==> config.mk <==
export PLATFORM = sky130hd
export DESIGN_NAME = srp_top
export DESIGN_NICKNAME = d
export VERILOG_FILES = /design/src/srp_pkg.sv /design/src/srp_top.sv
export SDC_FILE = /design/constraint.sdc
export NUM_CORES = 1
export LEC_CHECK = 0
export ABC_AREA = 1
export BUFFER_PORTS_ARGS = -buffer_cell sky130_fd_sc_hd__buf_2
export CORE_MARGIN = 10
export CORE_UTILIZATION = 49
export DETAILED_ROUTE_END_ITERATION = 6
export PLACE_DENSITY = 0.83
export SYNTH_ARGS = -nofsm -noshare
export SYNTH_HDL_FRONTEND = slang
export SYNTH_SLANG_ARGS = --single-unit
export TNS_END_PERCENT = 100
==> constraint.sdc <==
create_clock -name CLK_I -period 1.89 [get_ports CLK_I]
set_clock_uncertainty 0.1 [all_clocks]
set_input_delay 0.189 -clock CLK_I [delete_from_list [all_inputs] [get_ports CLK_I]]
set_output_delay 0.189 -clock CLK_I [all_outputs]
set_load 0.05 [all_outputs]
==> src/srp_pkg.sv <==
package srp_pkg;

  // Register byte offsets
  localparam logic [7:0] SRP_OFS_CTRL     = 8'h00;
  localparam logic [7:0] SRP_OFS_STATUS   = 8'h04;
  localparam logic [7:0] SRP_OFS_INT_STAT = 8'h08;
  localparam logic [7:0] SRP_OFS_INT_MASK = 8'h0c;
  localparam logic [7:0] SRP_OFS_CAUSE    = 8'h10;
  localparam logic [7:0] SRP_OFS_PROT     = 8'h14;

  // CTRL field positions
  localparam int SRP_CTRL_INT_SEL_LSB = 0;
  localparam int SRP_CTRL_RST_SEL_LSB = 2;
  localparam int SRP_CTRL_RST_EN_BIT  = 4;
  localparam int SRP_CTRL_CLK_SRC_LSB = 5;

  // STATUS field positions
  localparam int SRP_STAT_BELOW_LSB   = 0;
  localparam int SRP_STAT_BOD_INT_BIT = 4;
  localparam int SRP_STAT_SCAN_BIT    = 5;

  // PROT field positions
  localparam int SRP_PROT_LVL_LSB     = 0;
  localparam int SRP_PROT_PIN_OFF_BIT = 2;

  // Interrupt status bits
  localparam int SRP_INT_BOD_FALL = 0;
  localparam int SRP_INT_BOD_RISE = 1;

  // Reset cause bits
  localparam int SRP_CAUSE_POR = 0;
  localparam int SRP_CAUSE_PIN = 1;
  localparam int SRP_CAUSE_WDT = 2;
  localparam int SRP_CAUSE_BOD = 3;

  // Reset values
  localparam logic [3:0] SRP_CAUSE_RST = 4'h1;
  localparam logic [1:0] SRP_CLK_IRC   = 2'h0;
  localparam logic [31:0] SRP_BOOT_PC_RST = 32'h0000_0000;

  // Reset pin filter: shortest recognised low pulse
  localparam int SRP_CLK_PERIOD_PS  = 4000;
  localparam int SRP_RST_PULSE_NS   = 50;
  localparam int SRP_RST_FILT_CALC  =
    (SRP_RST_PULSE_NS * 1000) / SRP_CLK_PERIOD_PS;
  localparam int SRP_RST_FILT_CYC   =
    (SRP_RST_FILT_CALC < 1) ? 1 : SRP_RST_FILT_CALC;

  // Protection levels
  typedef enum logic [1:0] {
    SRP_LVL_OPEN  = 2'h0,
    SRP_LVL_ONE   = 2'h1,
    SRP_LVL_TWO   = 2'h2,
    SRP_LVL_THREE = 2'h3
  } srp_lvl_t;

  // Sequencer states
  typedef enum logic [4:0] {
    SRP_ST_HOLD  = 5'h01,
    SRP_ST_OSC   = 5'h02,
    SRP_ST_FLASH = 5'h04,
    SRP_ST_LOAD  = 5'h08,
    SRP_ST_RUN   = 5'h10
  } srp_fsm_t;

  typedef struct packed {
    logic [1:0] clk_src;
    logic       bod_rst_en;
    logic [1:0] bod_rst_sel;
    logic [1:0] bod_int_sel;
  } srp_ctrl_t;

  // State of the block except the boot vector register
  typedef struct packed {
    logic        pin_s1;
    logic        pin_s2;
    logic [3:0]  bod_s1;
    logic [3:0]  bod_s2;
    logic [3:0]  filt_cnt;
    logic        pin_rst;
    srp_fsm_t    fsm;
    logic [7:0]  wait_cnt;
    srp_ctrl_t   ctrl;
    logic [1:0]  int_stat;
    logic [1:0]  int_mask;
    logic [3:0]  cause;
    srp_lvl_t    lvl;
    logic        pin_off;
    logic        bod_int;
    logic [31:0] rdata;
    logic        chip_rst_n;
    logic        osc_en;
    logic        flash_init;
    logic        core_rst_n;
    logic        swd_en;
    logic        scan_mode;
    logic [3:0]  scan_ovr;
    logic [1:0]  isp_mode;
    logic        sector0_en;
    logic        isp_pin_en;
    logic        iap_en;
    logic        irq;
    logic [1:0]  clk_src;
  } srp_state_t;

endpackage

==> src/srp_top.sv <==
// Implementation choices: the register addresses and strobed register access.
`timescale 1ns/10ps
// Functional notes
// Four sources: pin, watchdog, power-on, brownout
// Reset starts oscillator, reinitialises flash controller
// Low pin pulse of 50 ns resets
// Registers defined, fetch from zero at release
// Brownout interrupt at selected level
// Brownout interrupt signal readable in status
// Selectable brownout level forces chip reset
// Pattern enables protection; in-application programming unrestricted
// Level one: no debug, limited programming
// Level two: no debug, erase-then-update programming
// Level three: nothing allowed, entry pin ignored
// Entry pin sampling disabled independently
// Pin low scan port, high debug
// Debug port disabled during reset
// Scan mode takes over four pins
// Tester erases, waits 250 us, scans
// Scan port gives no processor debug
// Internal oscillator clocks after every reset
// Sources ORed, async assert, sync release; only power-on asserts async, others through the register
module srp_top
  import srp_pkg::*;
#(
  parameter int          OSC_START_CYC = 16,
  parameter logic [31:0] PROT_PAT_ONE  = 32'h0000_0001,
  parameter logic [31:0] PROT_PAT_TWO  = 32'h0000_0002,
  parameter logic [31:0] PROT_PAT_THR  = 32'h0000_0003,
  parameter logic [31:0] PROT_PAT_NPIN = 32'h0000_0004
) (
  input  wire logic        CLK_I,
  input  wire logic        RST_N_I,
  input  wire logic        CE_I,
  input  wire logic        RESET_PIN_I,
  input  wire logic        WDT_RST_I,
  input  wire logic [3:0]  BOD_BELOW_I,
  input  wire logic        FLASH_READY_I,
  input  wire logic [31:0] FLASH_PROT_WORD_I,
  input  wire logic [7:0]  REG_ADDR_I,
  input  wire logic [31:0] REG_WDATA_I,
  input  wire logic        REG_WR_I,
  input  wire logic        REG_RD_I,
  output logic      [31:0] REG_RDATA_O,
  output logic             IRQ_O,
  output logic             BOD_IRQ_O,
  output logic             CHIP_RST_N_O,
  output logic             OSC_EN_O,
  output logic             FLASH_INIT_O,
  output logic             CORE_RST_N_O,
  output logic      [31:0] BOOT_PC_O,
  output logic      [1:0]  CLK_SRC_O,
  output logic             SWD_EN_O,
  output logic             SCAN_MODE_O,
  output logic      [3:0]  SCAN_PIN_OVR_O,
  output logic      [1:0]  ISP_MODE_O,
  output logic             ISP_SECTOR0_EN_O,
  output logic             ISP_PIN_EN_O,
  output logic             IAP_EN_O
);

  localparam logic [3:0] FILT_LAST = 4'(SRP_RST_FILT_CYC - 1);
  localparam logic [7:0] OSC_LAST  = 8'(OSC_START_CYC - 1);

  srp_state_t st_r;
  srp_state_t st_nxt;
  logic [31:0] boot_pc_r;

  logic       pin_low;
  logic       bod_rst;
  logic       any_src;
  logic       bod_int_now;
  logic [1:0] ev;
  logic [1:0] w1c;
  logic       wr_ctrl;
  logic       wr_mask;
  logic       run;
  logic       dbg_ok;

  // Next-state logic of the whole block
  always_comb begin
    st_nxt = st_r;

    // Two-stage synchronisers for pin and brownout comparators
    st_nxt.pin_s1 = RESET_PIN_I;
    st_nxt.pin_s2 = st_r.pin_s1;
    st_nxt.bod_s1 = BOD_BELOW_I;
    st_nxt.bod_s2 = st_r.bod_s1;

    // Low-pulse filter on the reset pin
    pin_low = ~st_r.pin_s2;
    if (pin_low) begin
      if (st_r.filt_cnt != FILT_LAST) begin
        st_nxt.filt_cnt = st_r.filt_cnt + 4'h1;
      end
    end else begin
      st_nxt.filt_cnt = 4'h0;
    end
    st_nxt.pin_rst = pin_low &
      (st_r.pin_rst | (st_r.filt_cnt == FILT_LAST));

    // Brownout compare against selected levels
    bod_int_now = st_r.bod_s2[st_r.ctrl.bod_int_sel];
    bod_rst = st_r.ctrl.bod_rst_en &
      st_r.bod_s2[st_r.ctrl.bod_rst_sel];
    st_nxt.bod_int = bod_int_now;

    // Any source restarts the sequence
    any_src = st_r.pin_rst | WDT_RST_I | bod_rst;

    // Register writes
    wr_ctrl = REG_WR_I && (REG_ADDR_I == SRP_OFS_CTRL);
    wr_mask = REG_WR_I && (REG_ADDR_I == SRP_OFS_INT_MASK);
    w1c = '0;
    if (REG_WR_I && (REG_ADDR_I == SRP_OFS_INT_STAT)) begin
      w1c = REG_WDATA_I[1:0];
    end
    if (wr_ctrl) begin
      st_nxt.ctrl.bod_int_sel =
        REG_WDATA_I[SRP_CTRL_INT_SEL_LSB +: 2];
      st_nxt.ctrl.bod_rst_sel =
        REG_WDATA_I[SRP_CTRL_RST_SEL_LSB +: 2];
      st_nxt.ctrl.bod_rst_en  = REG_WDATA_I[SRP_CTRL_RST_EN_BIT];
      st_nxt.ctrl.clk_src     =
        REG_WDATA_I[SRP_CTRL_CLK_SRC_LSB +: 2];
    end
    if (wr_mask) begin
      st_nxt.int_mask = REG_WDATA_I[1:0];
    end

    // Sticky events; a new event beats a clear in the same cycle
    ev[SRP_INT_BOD_FALL] = bod_int_now & ~st_r.bod_int;
    ev[SRP_INT_BOD_RISE] = ~bod_int_now & st_r.bod_int;
    st_nxt.int_stat = (st_r.int_stat & ~w1c) | ev;

    // Reset cause, survives chip reset, cleared by one
    if (REG_WR_I && (REG_ADDR_I == SRP_OFS_CAUSE)) begin
      st_nxt.cause = st_r.cause & ~REG_WDATA_I[3:0];
    end
    if (st_r.pin_rst) begin
      st_nxt.cause[SRP_CAUSE_PIN] = 1'b1;
    end
    if (WDT_RST_I) begin
      st_nxt.cause[SRP_CAUSE_WDT] = 1'b1;
    end
    if (bod_rst) begin
      st_nxt.cause[SRP_CAUSE_BOD] = 1'b1;
    end

    // Reset sequencer
    unique case (st_r.fsm)
      SRP_ST_HOLD: begin
        st_nxt.wait_cnt = 8'h00;
        if (!any_src) begin
          st_nxt.fsm = SRP_ST_OSC;
        end
      end
      SRP_ST_OSC: begin
        st_nxt.wait_cnt = st_r.wait_cnt + 8'h01;
        if (st_r.wait_cnt == OSC_LAST) begin
          st_nxt.fsm = SRP_ST_FLASH;
        end
      end
      SRP_ST_FLASH: begin
        if (FLASH_READY_I) begin
          st_nxt.fsm = SRP_ST_LOAD;
        end
      end
      SRP_ST_LOAD: begin
        // Protection only on an exact pattern
        unique case (FLASH_PROT_WORD_I)
          PROT_PAT_ONE: st_nxt.lvl = SRP_LVL_ONE;
          PROT_PAT_TWO: st_nxt.lvl = SRP_LVL_TWO;
          PROT_PAT_THR: st_nxt.lvl = SRP_LVL_THREE;
          default:      st_nxt.lvl = SRP_LVL_OPEN;
        endcase
        st_nxt.pin_off = (FLASH_PROT_WORD_I == PROT_PAT_NPIN);
        st_nxt.fsm = SRP_ST_RUN;
      end
      SRP_ST_RUN: begin
      end
      default: begin
        st_nxt.fsm = SRP_ST_HOLD;
      end
    endcase
    if (any_src) begin
      st_nxt.fsm = SRP_ST_HOLD;
    end

    // Registers return to defined values while held
    if (st_nxt.fsm == SRP_ST_HOLD) begin
      st_nxt.ctrl     = '0;
      st_nxt.int_stat = '0;
      st_nxt.int_mask = '0;
      st_nxt.lvl      = SRP_LVL_OPEN;
      st_nxt.pin_off  = 1'b0;
    end

    // Sequencer-driven outputs
    run = (st_nxt.fsm == SRP_ST_RUN);
    st_nxt.chip_rst_n = (st_nxt.fsm != SRP_ST_HOLD);
    st_nxt.osc_en     = (st_nxt.fsm != SRP_ST_HOLD);
    st_nxt.flash_init = (st_nxt.fsm == SRP_ST_FLASH);
    st_nxt.core_rst_n = run;
    st_nxt.clk_src    = run ? st_nxt.ctrl.clk_src
                            : SRP_CLK_IRC;

    // Port selection from the pin level
    st_nxt.scan_mode = ~st_r.pin_s2;
    st_nxt.scan_ovr  = {4{~st_r.pin_s2}};
    dbg_ok = run & st_r.pin_s2 &
      (st_nxt.lvl == SRP_LVL_OPEN);
    st_nxt.swd_en = dbg_ok;

    // Programming permissions by level
    st_nxt.isp_mode   = st_nxt.lvl;
    st_nxt.sector0_en = (st_nxt.lvl == SRP_LVL_OPEN) |
                        (st_nxt.lvl == SRP_LVL_TWO);
    st_nxt.isp_pin_en = ~st_nxt.pin_off &
      (st_nxt.lvl != SRP_LVL_THREE);
    st_nxt.iap_en     = 1'b1;

    // Interrupt output
    st_nxt.irq = |(st_nxt.int_stat & st_nxt.int_mask);

    // Read data, valid the cycle after the strobe only
    st_nxt.rdata = '0;
    if (REG_RD_I) begin
      unique case (REG_ADDR_I)
        SRP_OFS_CTRL: begin
          st_nxt.rdata[SRP_CTRL_INT_SEL_LSB +: 2] = st_r.ctrl.bod_int_sel;
          st_nxt.rdata[SRP_CTRL_RST_SEL_LSB +: 2] = st_r.ctrl.bod_rst_sel;
          st_nxt.rdata[SRP_CTRL_RST_EN_BIT]      = st_r.ctrl.bod_rst_en;
          st_nxt.rdata[SRP_CTRL_CLK_SRC_LSB +: 2] = st_r.ctrl.clk_src;
        end
        SRP_OFS_STATUS: begin
          st_nxt.rdata[SRP_STAT_BELOW_LSB +: 4] = st_r.bod_s2;
          st_nxt.rdata[SRP_STAT_BOD_INT_BIT]    = st_r.bod_int;
          st_nxt.rdata[SRP_STAT_SCAN_BIT]       = st_r.scan_mode;
        end
        SRP_OFS_INT_STAT: st_nxt.rdata[1:0] = st_r.int_stat;
        SRP_OFS_INT_MASK: st_nxt.rdata[1:0] = st_r.int_mask;
        SRP_OFS_CAUSE:    st_nxt.rdata[3:0] = st_r.cause;
        SRP_OFS_PROT: begin
          st_nxt.rdata[SRP_PROT_LVL_LSB +: 2] = st_r.lvl;
          st_nxt.rdata[SRP_PROT_PIN_OFF_BIT]  = st_r.pin_off;
        end
        default: st_nxt.rdata = '0;
      endcase
    end

    // Freeze everything while the clock enable is low
    if (!CE_I) begin
      st_nxt = st_r;
    end
  end

  // State register; power-on reset asserts at once
  always_ff @(posedge CLK_I or negedge RST_N_I) begin
    if (!RST_N_I) begin
      st_r          <= '0;
      st_r.pin_s1   <= 1'b1;
      st_r.pin_s2   <= 1'b1;
      st_r.fsm      <= SRP_ST_HOLD;
      st_r.cause    <= SRP_CAUSE_RST;
      st_r.lvl      <= SRP_LVL_OPEN;
      st_r.clk_src  <= SRP_CLK_IRC;
      st_r.iap_en   <= 1'b1;
      boot_pc_r     <= SRP_BOOT_PC_RST;
    end else begin
      st_r      <= st_nxt;
      boot_pc_r <= SRP_BOOT_PC_RST;
    end
  end

  // Outputs straight from the state register
  assign REG_RDATA_O      = st_r.rdata;
  assign IRQ_O            = st_r.irq;
  assign BOD_IRQ_O        = st_r.bod_int;
  assign CHIP_RST_N_O     = st_r.chip_rst_n;
  assign OSC_EN_O         = st_r.osc_en;
  assign FLASH_INIT_O     = st_r.flash_init;
  assign CORE_RST_N_O     = st_r.core_rst_n;
  assign BOOT_PC_O        = boot_pc_r;
  assign CLK_SRC_O        = st_r.clk_src;
  assign SWD_EN_O         = st_r.swd_en;
  assign SCAN_MODE_O      = st_r.scan_mode;
  assign SCAN_PIN_OVR_O   = st_r.scan_ovr;
  assign ISP_MODE_O       = st_r.isp_mode;
  assign ISP_SECTOR0_EN_O = st_r.sector0_en;
  assign ISP_PIN_EN_O     = st_r.isp_pin_en;
  assign IAP_EN_O         = st_r.iap_en;

endmodule

==> flow_summary_export.csv, run 1 <==
group,metric,value,unit
die,dieWidth,110.7,um
critical_path,crit_type,"reg -> reg",
synth,synthCells,550,
synth,syn_area,0.004030,mm2
clock_network,root_buffer,"clkbuf_8",
die,fp.dieH,110.7,um
grt,grt_use_met2,25.98,%
synth,synth.distinct_cells,40,
die,num_rows,33,
placed_design,gp_congestion,0.9374,
grt,grt_pass1_vias,3375,
timing,fmaxAchievable,557.3,MHz
layout,fin_nets,722,
die,die-area,0.01225,mm2
synth,yosysMostFrequentCell,"nand2_1",
synth,synthTopCellsByArea,"dfrtp_1, nand2_1, buf_4, nor2_1, inv_1",
layout,instances_no_fill,746,
die,core_area,0.008093,mm2
grt,track_usage,15.86,%
clock_network,clk_pin_slew,70,ps
route,firstDrtPassIters,4,
power_and_ir_drop,vdd_drop_max,0.3430,mV
timing,hold_viol_final,0,
synth,ys.flop_type,"dfrtp_1",
die,start_util,49.80,%
synth,synth_edf_count,0,
power_and_ir_drop,power,3700,uW
timing,finalSetupViolations,0,
die,io_pins,167,
synth,synth_async_sr_flop_share,100.0,%
grt,grt_util_met1,18.73,%
route,vias_per_cell,4.732,
grt,grt_pass1_wl,16350,um
run_status,status,"completed",
critical_path,cp_max_fo,5,
synth,synth_seq_cells,64,
synth,syn-mean-instance-area,7.327,um2
timing,setup_slack,95.66,ps
clock_network,cts_made_buffers,9,
flow_run,cap_violations,0,
timing,timing.hold.ws,76.72,ps
synth,synth-seq-area-share,39.86,%
route,wirelength,9964,um
grt,grt_antenna_before_repair,0,
synth,ys_warn_count,0,
clock_network,cts.sinks,64,
layout,drive_gt1_share,21.22,%
worst_hold_path,hp-class,"in -> reg",
placed_design,io_buffers,83,
synth,synth_common_cells,"nand2_1, buf_4, dfrtp_1, nor2_1, inv_1",
route,vias,3530,
route,wl_per_cell,13.36,um
grt,overflow,0,
timing,rsz0062_at_grt,"true",
critical_path,worstSetupStartpointType,"flop",
placed_design,hpwlAfterDp,7748,um
clock_network,cts_tree,"yes",
critical_path,cp_data_arrival_time,1960,ps
grt,use_met3,4.600,%
power_and_ir_drop,power-per-cell-area,805.2,mW/mm2
route,route.detailed.drc,0,
timing,fin_crit_sh,94.94,%
placed_design,placed_cells,716,
layout,antenna_cells,0,
grt,grt_max_degree,65,
power_and_ir_drop,p_leak,0.002480,uW
route,drt_iter0_markers,232,
clock_network,clock_latency,350,ps
clock_network,htree_num_levels,3,
synth,netlist.area_leader.share,37.26,%
clock_network,cts_buffer_depth,2,
route,ant_nets,0,
timing,finalMaxSlewViolations,0,
layout,fillers,749,
grt,busiest_layer,"met2",
timing,setup-tns-final,0,ps
layout,area_growth_syn_to_layout,14.03,%
synth,synth.largest_area_cell,"dfrtp_1",
timing,timing.final.crit_period,1794,ps
critical_path,worstPathRequired,2060,ps
placed_design,preCtsSetupSlack,95.41,ps
critical_path,end_kind,"flop",
power breakdown:
group / internal [uW] / switching (uW) / leakage (uW)
Combinational: 260 / 798 / 0.00156
Sequential: 1490 / 91.1 / 0.000834
Clock: 548 / 511 / 0.0000877
Total: 2300 / 1400 / 0.00248
final timing paths:
kind	depth (start not counted)	start	to	slack, ps
setup reg to reg	9	st_r[77]$_DFFE_PN1P_	st_r[75]$_DFFE_PN0P_	100
min in group asynchronous	3	RST_N_I	REG_RDATA_O[1]$_DFFE_PN0P_	280
hold / removal	3	REG_WDATA_I[0]	st_r[62]$_DFFE_PN0P_	80
setup / recovery	9	st_r[77]$_DFFE_PN1P_	st_r[75]$_DFFE_PN0P_	100
max in group asynchronous	3	RST_N_I	st_r[77]$_DFFE_PN1P_	1080
hold reg to reg	2	st_r[96]$_DFFE_PN1P_	st_r[96]$_DFFE_PN1P_	360
repair_timing:
item	CTS	global route
hold buffers	12	0
gates resized for setup	0	7
buffers inserted	0	1
endpoints found under the setup margin	0	9
endpoints found under the hold margin	72	0
flip-flops by register name (all words and copies together) (netlist names):
name              flops
ISP_PIN_EN_O          1
CLK_SRC_O             2
IRQ_O                 1
BOD_IRQ_O             1
CORE_RST_N_O          1
st_r                 44
ISP_MODE_O            2
SWD_EN_O              1
SCAN_PIN_OVR_O        1
ISP_SECTOR0_EN_O      1
FLASH_INIT_O          1
REG_RDATA_O           7
OSC_EN_O              1
final cells by class:
cell class | instances | area, um2 | area share (%)
Multi-Input combinational cell | 405 | 1874 | 40.78
Sequential cell | 64 | 1607 | 34.96
Timing Repair Buffer | 100 | 598.1 | 13.01
Inverter | 56 | 214.0 | 4.656
Clock buffer | 15 | 166.4 | 3.621
Tap cell | 105 | 131.4 | 2.859
Clock inverter | 1 | 5.005 | 0.1089
per-layer routing:
layer | vias up | routed length [um]
met5 | - | 0
met4 | 0 | 191
met3 | 14 | 732
met2 | 144 | 4894
met1 | 1598 | 4146
li1 | 1774 | -
kinds of logic (layout without fill, tap and decap cells):
logic type / Yosys count / after routing / synth area share (%)
DFF: 64 / 64 / 39.86
adders and majority gates: 2 / 2 / 0.6208
buffers and inverters: 138 / 172 / 19.87
other: 2 / 58 / 0.1863
xor gates and xnor gates: 2 / 2 / 0.4347
and+or+nand+nor: 274 / 275 / 29.31
AOI/OAI and AO/OA: 68 / 68 / 9.718
layout by cell type (no fill, tap or decap), types with 2 or more instances in the layout:
cell / instances
o21ai_1: 5
nor2_1: 50
buf_12: 2
conb_1: 58
inv_1: 49
clkbuf_8: 11
nor2_4: 4
a21oi_1: 16
dlygate4sd3_1: 12
nor2_8: 2
nand2_1: 165
nand3_1: 30
nand2_4: 2
o21ai_2: 4
buf_2: 83
nor3_2: 2
ha_1: 2
o21ai_0: 31
nand2_2: 4
inv_2: 5
dfstp_2: 4
dfrtp_1: 60
clkinv_2: 2
a22o_1: 2
nor2_2: 4
clkbuf_1: 4
xor2_1: 2
buf_4: 3
nand4_1: 3
nor3_1: 3
nand3_2: 2
o22ai_1: 3
through the flow:
step           utilization [%]  instance area [um2]
2_1_floorplan                -                 4240
3_3_place_gp             52.58                 4255
3_5_place_dp             52.58                 4255
4_1_cts                  56.18                 4547
5_1_grt                  56.79                 4596
6_report                 56.79                 4596
critical path, stage by stage, from the launching register on:
cell	delay [ps]
dfstp_2	550
inv_1	70
nor2_1	100
nand3_1	110
nand2_2	120
nand2_2	110
nor2_1	150
nand3_1	100
xor2_1	150
a21oi_1	150
Power figures use the tool's default switching activity.
==> run 2, diff against run 1 <==
--- a/config.mk
+++ b/config.mk
@@ -10,6 +10,7 @@
 export CORE_MARGIN = 10
 export CORE_UTILIZATION = 49
 export DETAILED_ROUTE_END_ITERATION = 6
+export GPL_ROUTABILITY_DRIVEN = 0
 export PLACE_DENSITY = 0.83
 export SYNTH_ARGS = -nofsm -noshare
 export SYNTH_HDL_FRONTEND = slang
==> constraint.sdc (replaced) <==
create_clock -name CLK_I -period 1.8 [get_ports CLK_I]
set_clock_uncertainty 0.1 [all_clocks]
set_input_delay 0.54 -clock CLK_I [delete_from_list [all_inputs] [get_ports CLK_I]]
set_output_delay 0.54 -clock CLK_I [all_outputs]
set_load 0.05 [all_outputs]
==> run 2 against run 1 <==
  * Core utilization is 0.83 points higher
  * Non-clock buffer count is 7 higher
  * Global-route usage hardly changed
  * Critical path type unchanged
  * Highest routed layer unchanged
  * Critical endpoint is now st_r[58]$_DFFE_PN0P_
  * Largest cell class unchanged
==> flow_summary_export.csv, run 2 (synthesized netlist as in run 1, its figures left out) <==
group,metric,value,unit
power_and_ir_drop,power,4083,uW
grt,grt_pass1_vias,3581,
route,vias_per_cell,4.811,
die,dieWidth,110.7,um
die,core_area,0.008093,mm2
clock_network,clk_pin_slew,70,ps
timing,fmaxAchievable,560.6,MHz
flow_run,cap_violations,0,
clock_network,htree_num_levels,3,
layout,instances_no_fill,752,
timing,fin_crit_sh,99.10,%
placed_design,io_buffers,83,
layout,design_area,0.004663,mm2
run_status,status,"completed",
clock_network,cts_tree,"yes",
layout,final_util,57.62,%
die,io_pins,167,
layout,fin_nets,728,
route,route.detailed.drc,0,
route,ant_nets,0,
layout,final_cell_mix,"nand2_1, buf_2, dfrtp_1",
clock_network,clock_latency,340,ps
die,start_util,49.80,%
critical_path,cp_data_arrival_time,1960,ps
worst_hold_path,hp-class,"in -> async",
route,firstDrtPassIters,5,
placed_design,hpwlAfterDp,7892,um
grt,grt_pass1_wl,16480,um
die,die-area,0.01225,mm2
critical_path,cp_max_fo,6,
grt,grt_antenna_before_repair,0,
critical_path,end_kind,"flop",
layout,drive_gt1_share,25.19,%
route,wirelength,10150,um
route,wl_per_cell,13.50,um
layout,area_growth_syn_to_layout,15.71,%
timing,timing.final.crit_period,1784,ps
placed_design,placed_cells,730,
die,fp.dieH,110.7,um
layout,largest_reg_flops,44,
die,num_rows,33,
layout,max_flop_register,"st_r",
power_and_ir_drop,vdd_drop_max,0.4848,mV
clock_network,cts.sinks,64,
critical_path,worstSetupStartpointType,"flop",
clock_network,cts_made_buffers,9,
placed_design,place_area,0.004360,mm2
critical_path,worstPathRequired,1980,ps
timing,rsz0062_at_grt,"true",
layout,fillers,707,
power_and_ir_drop,power-per-cell-area,875.6,mW/mm2
layout,antenna_cells,0,
clock_network,root_buffer,"clkbuf_8",
grt,grt_max_degree,65,
grt,track_usage,15.83,%
timing,hold_viol_final,0,
route,drt_iter0_markers,194,
timing,finalMaxSlewViolations,0,
grt,overflow,0,
layout,layout_commonest_cell,"nand2_1",
timing,finalSetupViolations,0,
critical_path,crit_type,"reg -> reg",
power_and_ir_drop,p_leak,0.002535,uW
clock_network,cts_buffer_depth,2,
route,vias,3618,
run 2: where the power goes:
group	switching [uW]	total (uW)	internal, uW
sequential	95.8	1660	1570
combinational	861	1170	309
clock	539	1250	712
total	1500	4080	2590
run 2: final timing paths:
kind,start,endpoint,slack [ps],cells past startpoint
min,RST_N_I,IRQ_O$_DFFE_PN0P_,80,2
min reg2reg,st_r[96]$_DFFE_PN1P_,st_r[96]$_DFFE_PN1P_,370,2
min in group CLK_I,RESET_PIN_I,st_r[96]$_DFFE_PN1P_,290,3
max,st_r[77]$_DFFE_PN1P_,st_r[58]$_DFFE_PN0P_,20,11
max reg2reg,st_r[77]$_DFFE_PN1P_,st_r[58]$_DFFE_PN0P_,20,11
max in group asynchronous,RST_N_I,st_r[95]$_DFFE_PN1P_,1190,2
run 2: stage by stage:
step / worst slack, ps / hold slack, ps / TNS [ps]
floorplan: 118.3 / 144.4 / 0
global placement: -142.5 / 353.5 / -378.9
detailed placement: -187.0 / 362.7 / -1202
CTS: 3.505 / 107.4 / 0
global route: -119.8 / 114.3 / -1499
finish: 16.18 / 82.74 / 0
run 2: routing by layer:
layer,up-vias,part of all wire (%),track usage [%],wire [um]
li1,1781,-,-,-
met2,166,49,26.57,5008
met1,1655,42,18.45,4227
met5,-,0,0,0
met3,16,7.8,5.195,793
met4,0,1.2,5.556,126
run 2: cell type report:
| class | instances | area [um2] | share of cell area (%) |
|---|---|---|---|
| inverter | 56 | 216.5 | 4.642 |
| sequential | 64 | 1607 | 34.45 |
| multi-input combinational | 404 | 1882 | 40.35 |
| timing repair buffer | 107 | 628.1 | 13.47 |
| clock inverter | 3 | 40.04 | 0.8586 |
| tap | 105 | 131.4 | 2.817 |
| clock buffer | 13 | 158.9 | 3.408 |
run 2: worst max-delay path: stages (launching register included):
cell and delay [ps]:
dfstp_2 550, inv_2 50, nor2_1 90, nand3_1 100, nand2_2 130, nor2_4 60, nor2_8 170, inv_6 70
nor2_8 150, buf_6 140, nand2_1 50, nand2_1 70
run 2: repair_timing:
action                     4_1_cts  5_1_grt
hold buffers                     0        0
setup buffers                    2        4
pin swaps                        3        8
setup endpoints to repair        1       21
gates resized for setup          4       18
==> run 3, diff against run 2 <==
==> config.mk (replaced) <==
export PLATFORM = sky130hd
export DESIGN_NAME = srp_top
export DESIGN_NICKNAME = d
export VERILOG_FILES = /design/src/srp_pkg.sv /design/src/srp_top.sv
export SDC_FILE = /design/constraint.sdc
export NUM_CORES = 1
export LEC_CHECK = 0
export ABC_AREA = 1
export CORE_MARGIN = 10
export CORE_UTILIZATION = 60
export DETAILED_ROUTE_END_ITERATION = 6
export DONT_BUFFER_PORTS = 1
export GPL_ROUTABILITY_DRIVEN = 0
export PLACE_DENSITY = 0.78
export SYNTH_ARGS = -nofsm -noshare
export SYNTH_HDL_FRONTEND = slang
export SYNTH_SLANG_ARGS = --single-unit
==> run 3 against run 2 <==
  * Die area is 15% lower
  * Critical path depth is 1 lower
  * The flow now finishes with violations (negative hold slack)
  * Routed wire length shrank 1.6%
  * Critical endpoint is now st_r[65]$_DFFE_PN0P_
  * Cell count down 14%
  * Highest routed layer unchanged
==> flow_summary_export.csv, run 3 (synthesized netlist as in run 1, its figures left out) <==
group,metric,value,unit
run_status,status,"finished, violations left",
run_status,violations,"negative hold slack",
critical_path,cp_slowest_cell,"dfstp_2",
layout,drive_gt1_share,15.37,%
timing,hold_viol_final,64,
route,wl_per_cell,15.54,um
critical_path,cp_max_fo,6,
critical_path,max_stage_delay,560,ps
layout,antenna_cells,0,
clock_network,cts.sinks,64,
grt,grt_pass1_wl,14810,um
timing,timing.final.crit_period,1744,ps
timing,setup_slack,55.81,ps
timing,finalMaxSlewViolations,0,
clock_network,root_buffer,"clkbuf_8",
die,io_pins,167,
power_and_ir_drop,power-per-cell-area,964.4,mW/mm2
grt,grt_antenna_before_repair,0,
clock_network,cts_buffer_depth,2,
placed_design,io_buffers,0,
layout,area_growth_syn_to_layout,5.899,%
route,wirelength,9992,um
grt,overflow,0,
route,vias,3383,
critical_path,worstSetupStartpointType,"flop",
critical_path,crit_start,"st_r[77]$_DFFE_PN1P_",
timing,slew_headroom,62.50,%
timing,fin_crit_sh,96.90,%
layout,layout_commonest_cell,"nand2_1",
layout,design_area,0.004268,mm2
grt,grt_pass1_vias,3050,
layout,fillers,545,
timing,setup-tns-final,0,ps
flow_run,cap_violations,0,
placed_design,preCtsSetupSlack,-69.64,ps
route,ant_nets,0,
die,core_area,0.006422,mm2
die,num_rows,29,
power_and_ir_drop,p_comb_share,24.9,%
clock_network,htree_num_levels,3,
critical_path,end_kind,"flop",
power_and_ir_drop,p_leak,0.002204,uW
clock_network,clk_pin_slew,70,ps
die,die-area,0.01039,mm2
critical_path,crit_chain,"inv_4 -> nor2_4 -> nand3_2 -> nand2_4 -> nor2_4 -> nor2_8 -> inv_6 -> nor2_8 -> nand2_4 -> o21ai_2",
timing,fmaxAchievable,573.3,MHz
critical_path,cp_data_arrival_time,1920,ps
power_and_ir_drop,power_frac_clock,33.6,%
critical_path,worstPathRequired,1970,ps
power_and_ir_drop,vdd_drop_max,0.6174,mV
grt,track_usage,17.82,%
power_and_ir_drop,p_int,2637,uW
layout,fin_nets,647,
die,dieWidth,102.0,um
power_and_ir_drop,share_seq_of_total_power,41.6,%
route,firstDrtPassIters,5,
clock_network,clock_latency,350,ps
layout,largest_reg_flops,44,
route,drt_iter0_markers,249,
layout,max_flop_register,"st_r",
timing,timing.hold.ws,-214.6,ps
timing,rsz0062_at_grt,"true",
timing,tightest_slew,562.5,ps
critical_path,crit_type,"reg -> reg",
worst_hold_path,hp-class,"in -> async",
route,vias_per_cell,5.261,
die,start_util,62.75,%
grt,grt_max_degree,65,
die,fp.dieH,102.0,um
placed_design,hpwlAfterDp,7449,um
critical_path,rr_startpoint,"st_r[77]$_DFFE_PN1P_",
route,route.detailed.drc,0,
placed_design,place_area,0.003919,mm2
timing,finalSetupViolations,0,
clock_network,cts_tree,"yes",
power_and_ir_drop,power.switching,1479,uW
layout,final_cell_mix,"nand2_1, dfrtp_1, conb_1",
clock_network,cts_made_buffers,9,
power_and_ir_drop,netSwitchingFraction,35.93,%
-- run 3: timing repair --
action | 4_1_cts | 5_1_grt
setup endpoints to repair | 5 | 20
resized for setup | 1 | 21
buffers inserted | 0 | 6
hold endpoints to repair | 64 | 64
pin swaps | 2 | 8
gates cloned | 0 | 1
-- run 3: routing by layer --
| layer | wire length, um | track usage, % |
|---|---|---|
| met2 | 4603 | 28.63 |
| met5 | 0 | 0 |
| met1 | 4079 | 21.86 |
| met4 | 197 | 7.267 |
| met3 | 1112 | 5.533 |
-- run 3: layout make-up --
type	count	area [um2]	share of cell area, %
tap	77	96.34	2.257
multi-input combinational	405	1912	44.80
clock buffer	10	137.6	3.225
clock inverter	6	82.58	1.935
sequential	64	1608	37.67
timing repair buffer	25	212.7	4.984
inverter	56	219.0	5.130
-- run 3: worst paths after layout --
path	cells past startpoint	end	slack, ps
setup / recovery	10	st_r[65]$_DFFE_PN0P_	60
hold / removal	0	st_r[85]$_DFFE_PN0P_	-210
setup reg to reg	10	st_r[65]$_DFFE_PN0P_	60
hold reg to reg	2	st_r[95]$_DFFE_PN1P_	370
max in group asynchronous	0	st_r[95]$_DFFE_PN1P_	1620
min in group CLK_I	2	st_r[96]$_DFFE_PN1P_	190
-- run 3: power groups by stage --
stage | sequential (uW) | combinational [uW] | clock [uW]
6_report | 1710 | 1020 | 1380
5_1_grt | 1730 | 1100 | 1460
4_1_cts | 1700 | 915 | 1400
3_5_place_dp | 1730 | 906 | 0
3_3_place_gp | 1720 | 886 | 0
2_1_floorplan | 1720 | 875 | 0
-- run 3: critical path, delay by kind of cell, from the launching register on --
| kind | cells | cell delay (ps) |
|---|---|---|
| AOI/OAI and AO/OA | 1 | 120 |
| buffers and inverters | 2 | 120 |
| and+or+nand+nor | 7 | 750 |
| DFF | 1 | 560 |
-- run 3: stage by stage --
stage	hold WS [ps]	total power [uW]	instances	utilization (%)
after floorplan	144.4	2598	606	-
after detailed placement	146.9	2632	620	61.02
after global placement	146.9	2607	620	61.02
after CTS	-226.4	4009	636	64.56
after global routing	-233.7	4288	643	66.45
final	-214.6	4116	643	66.45
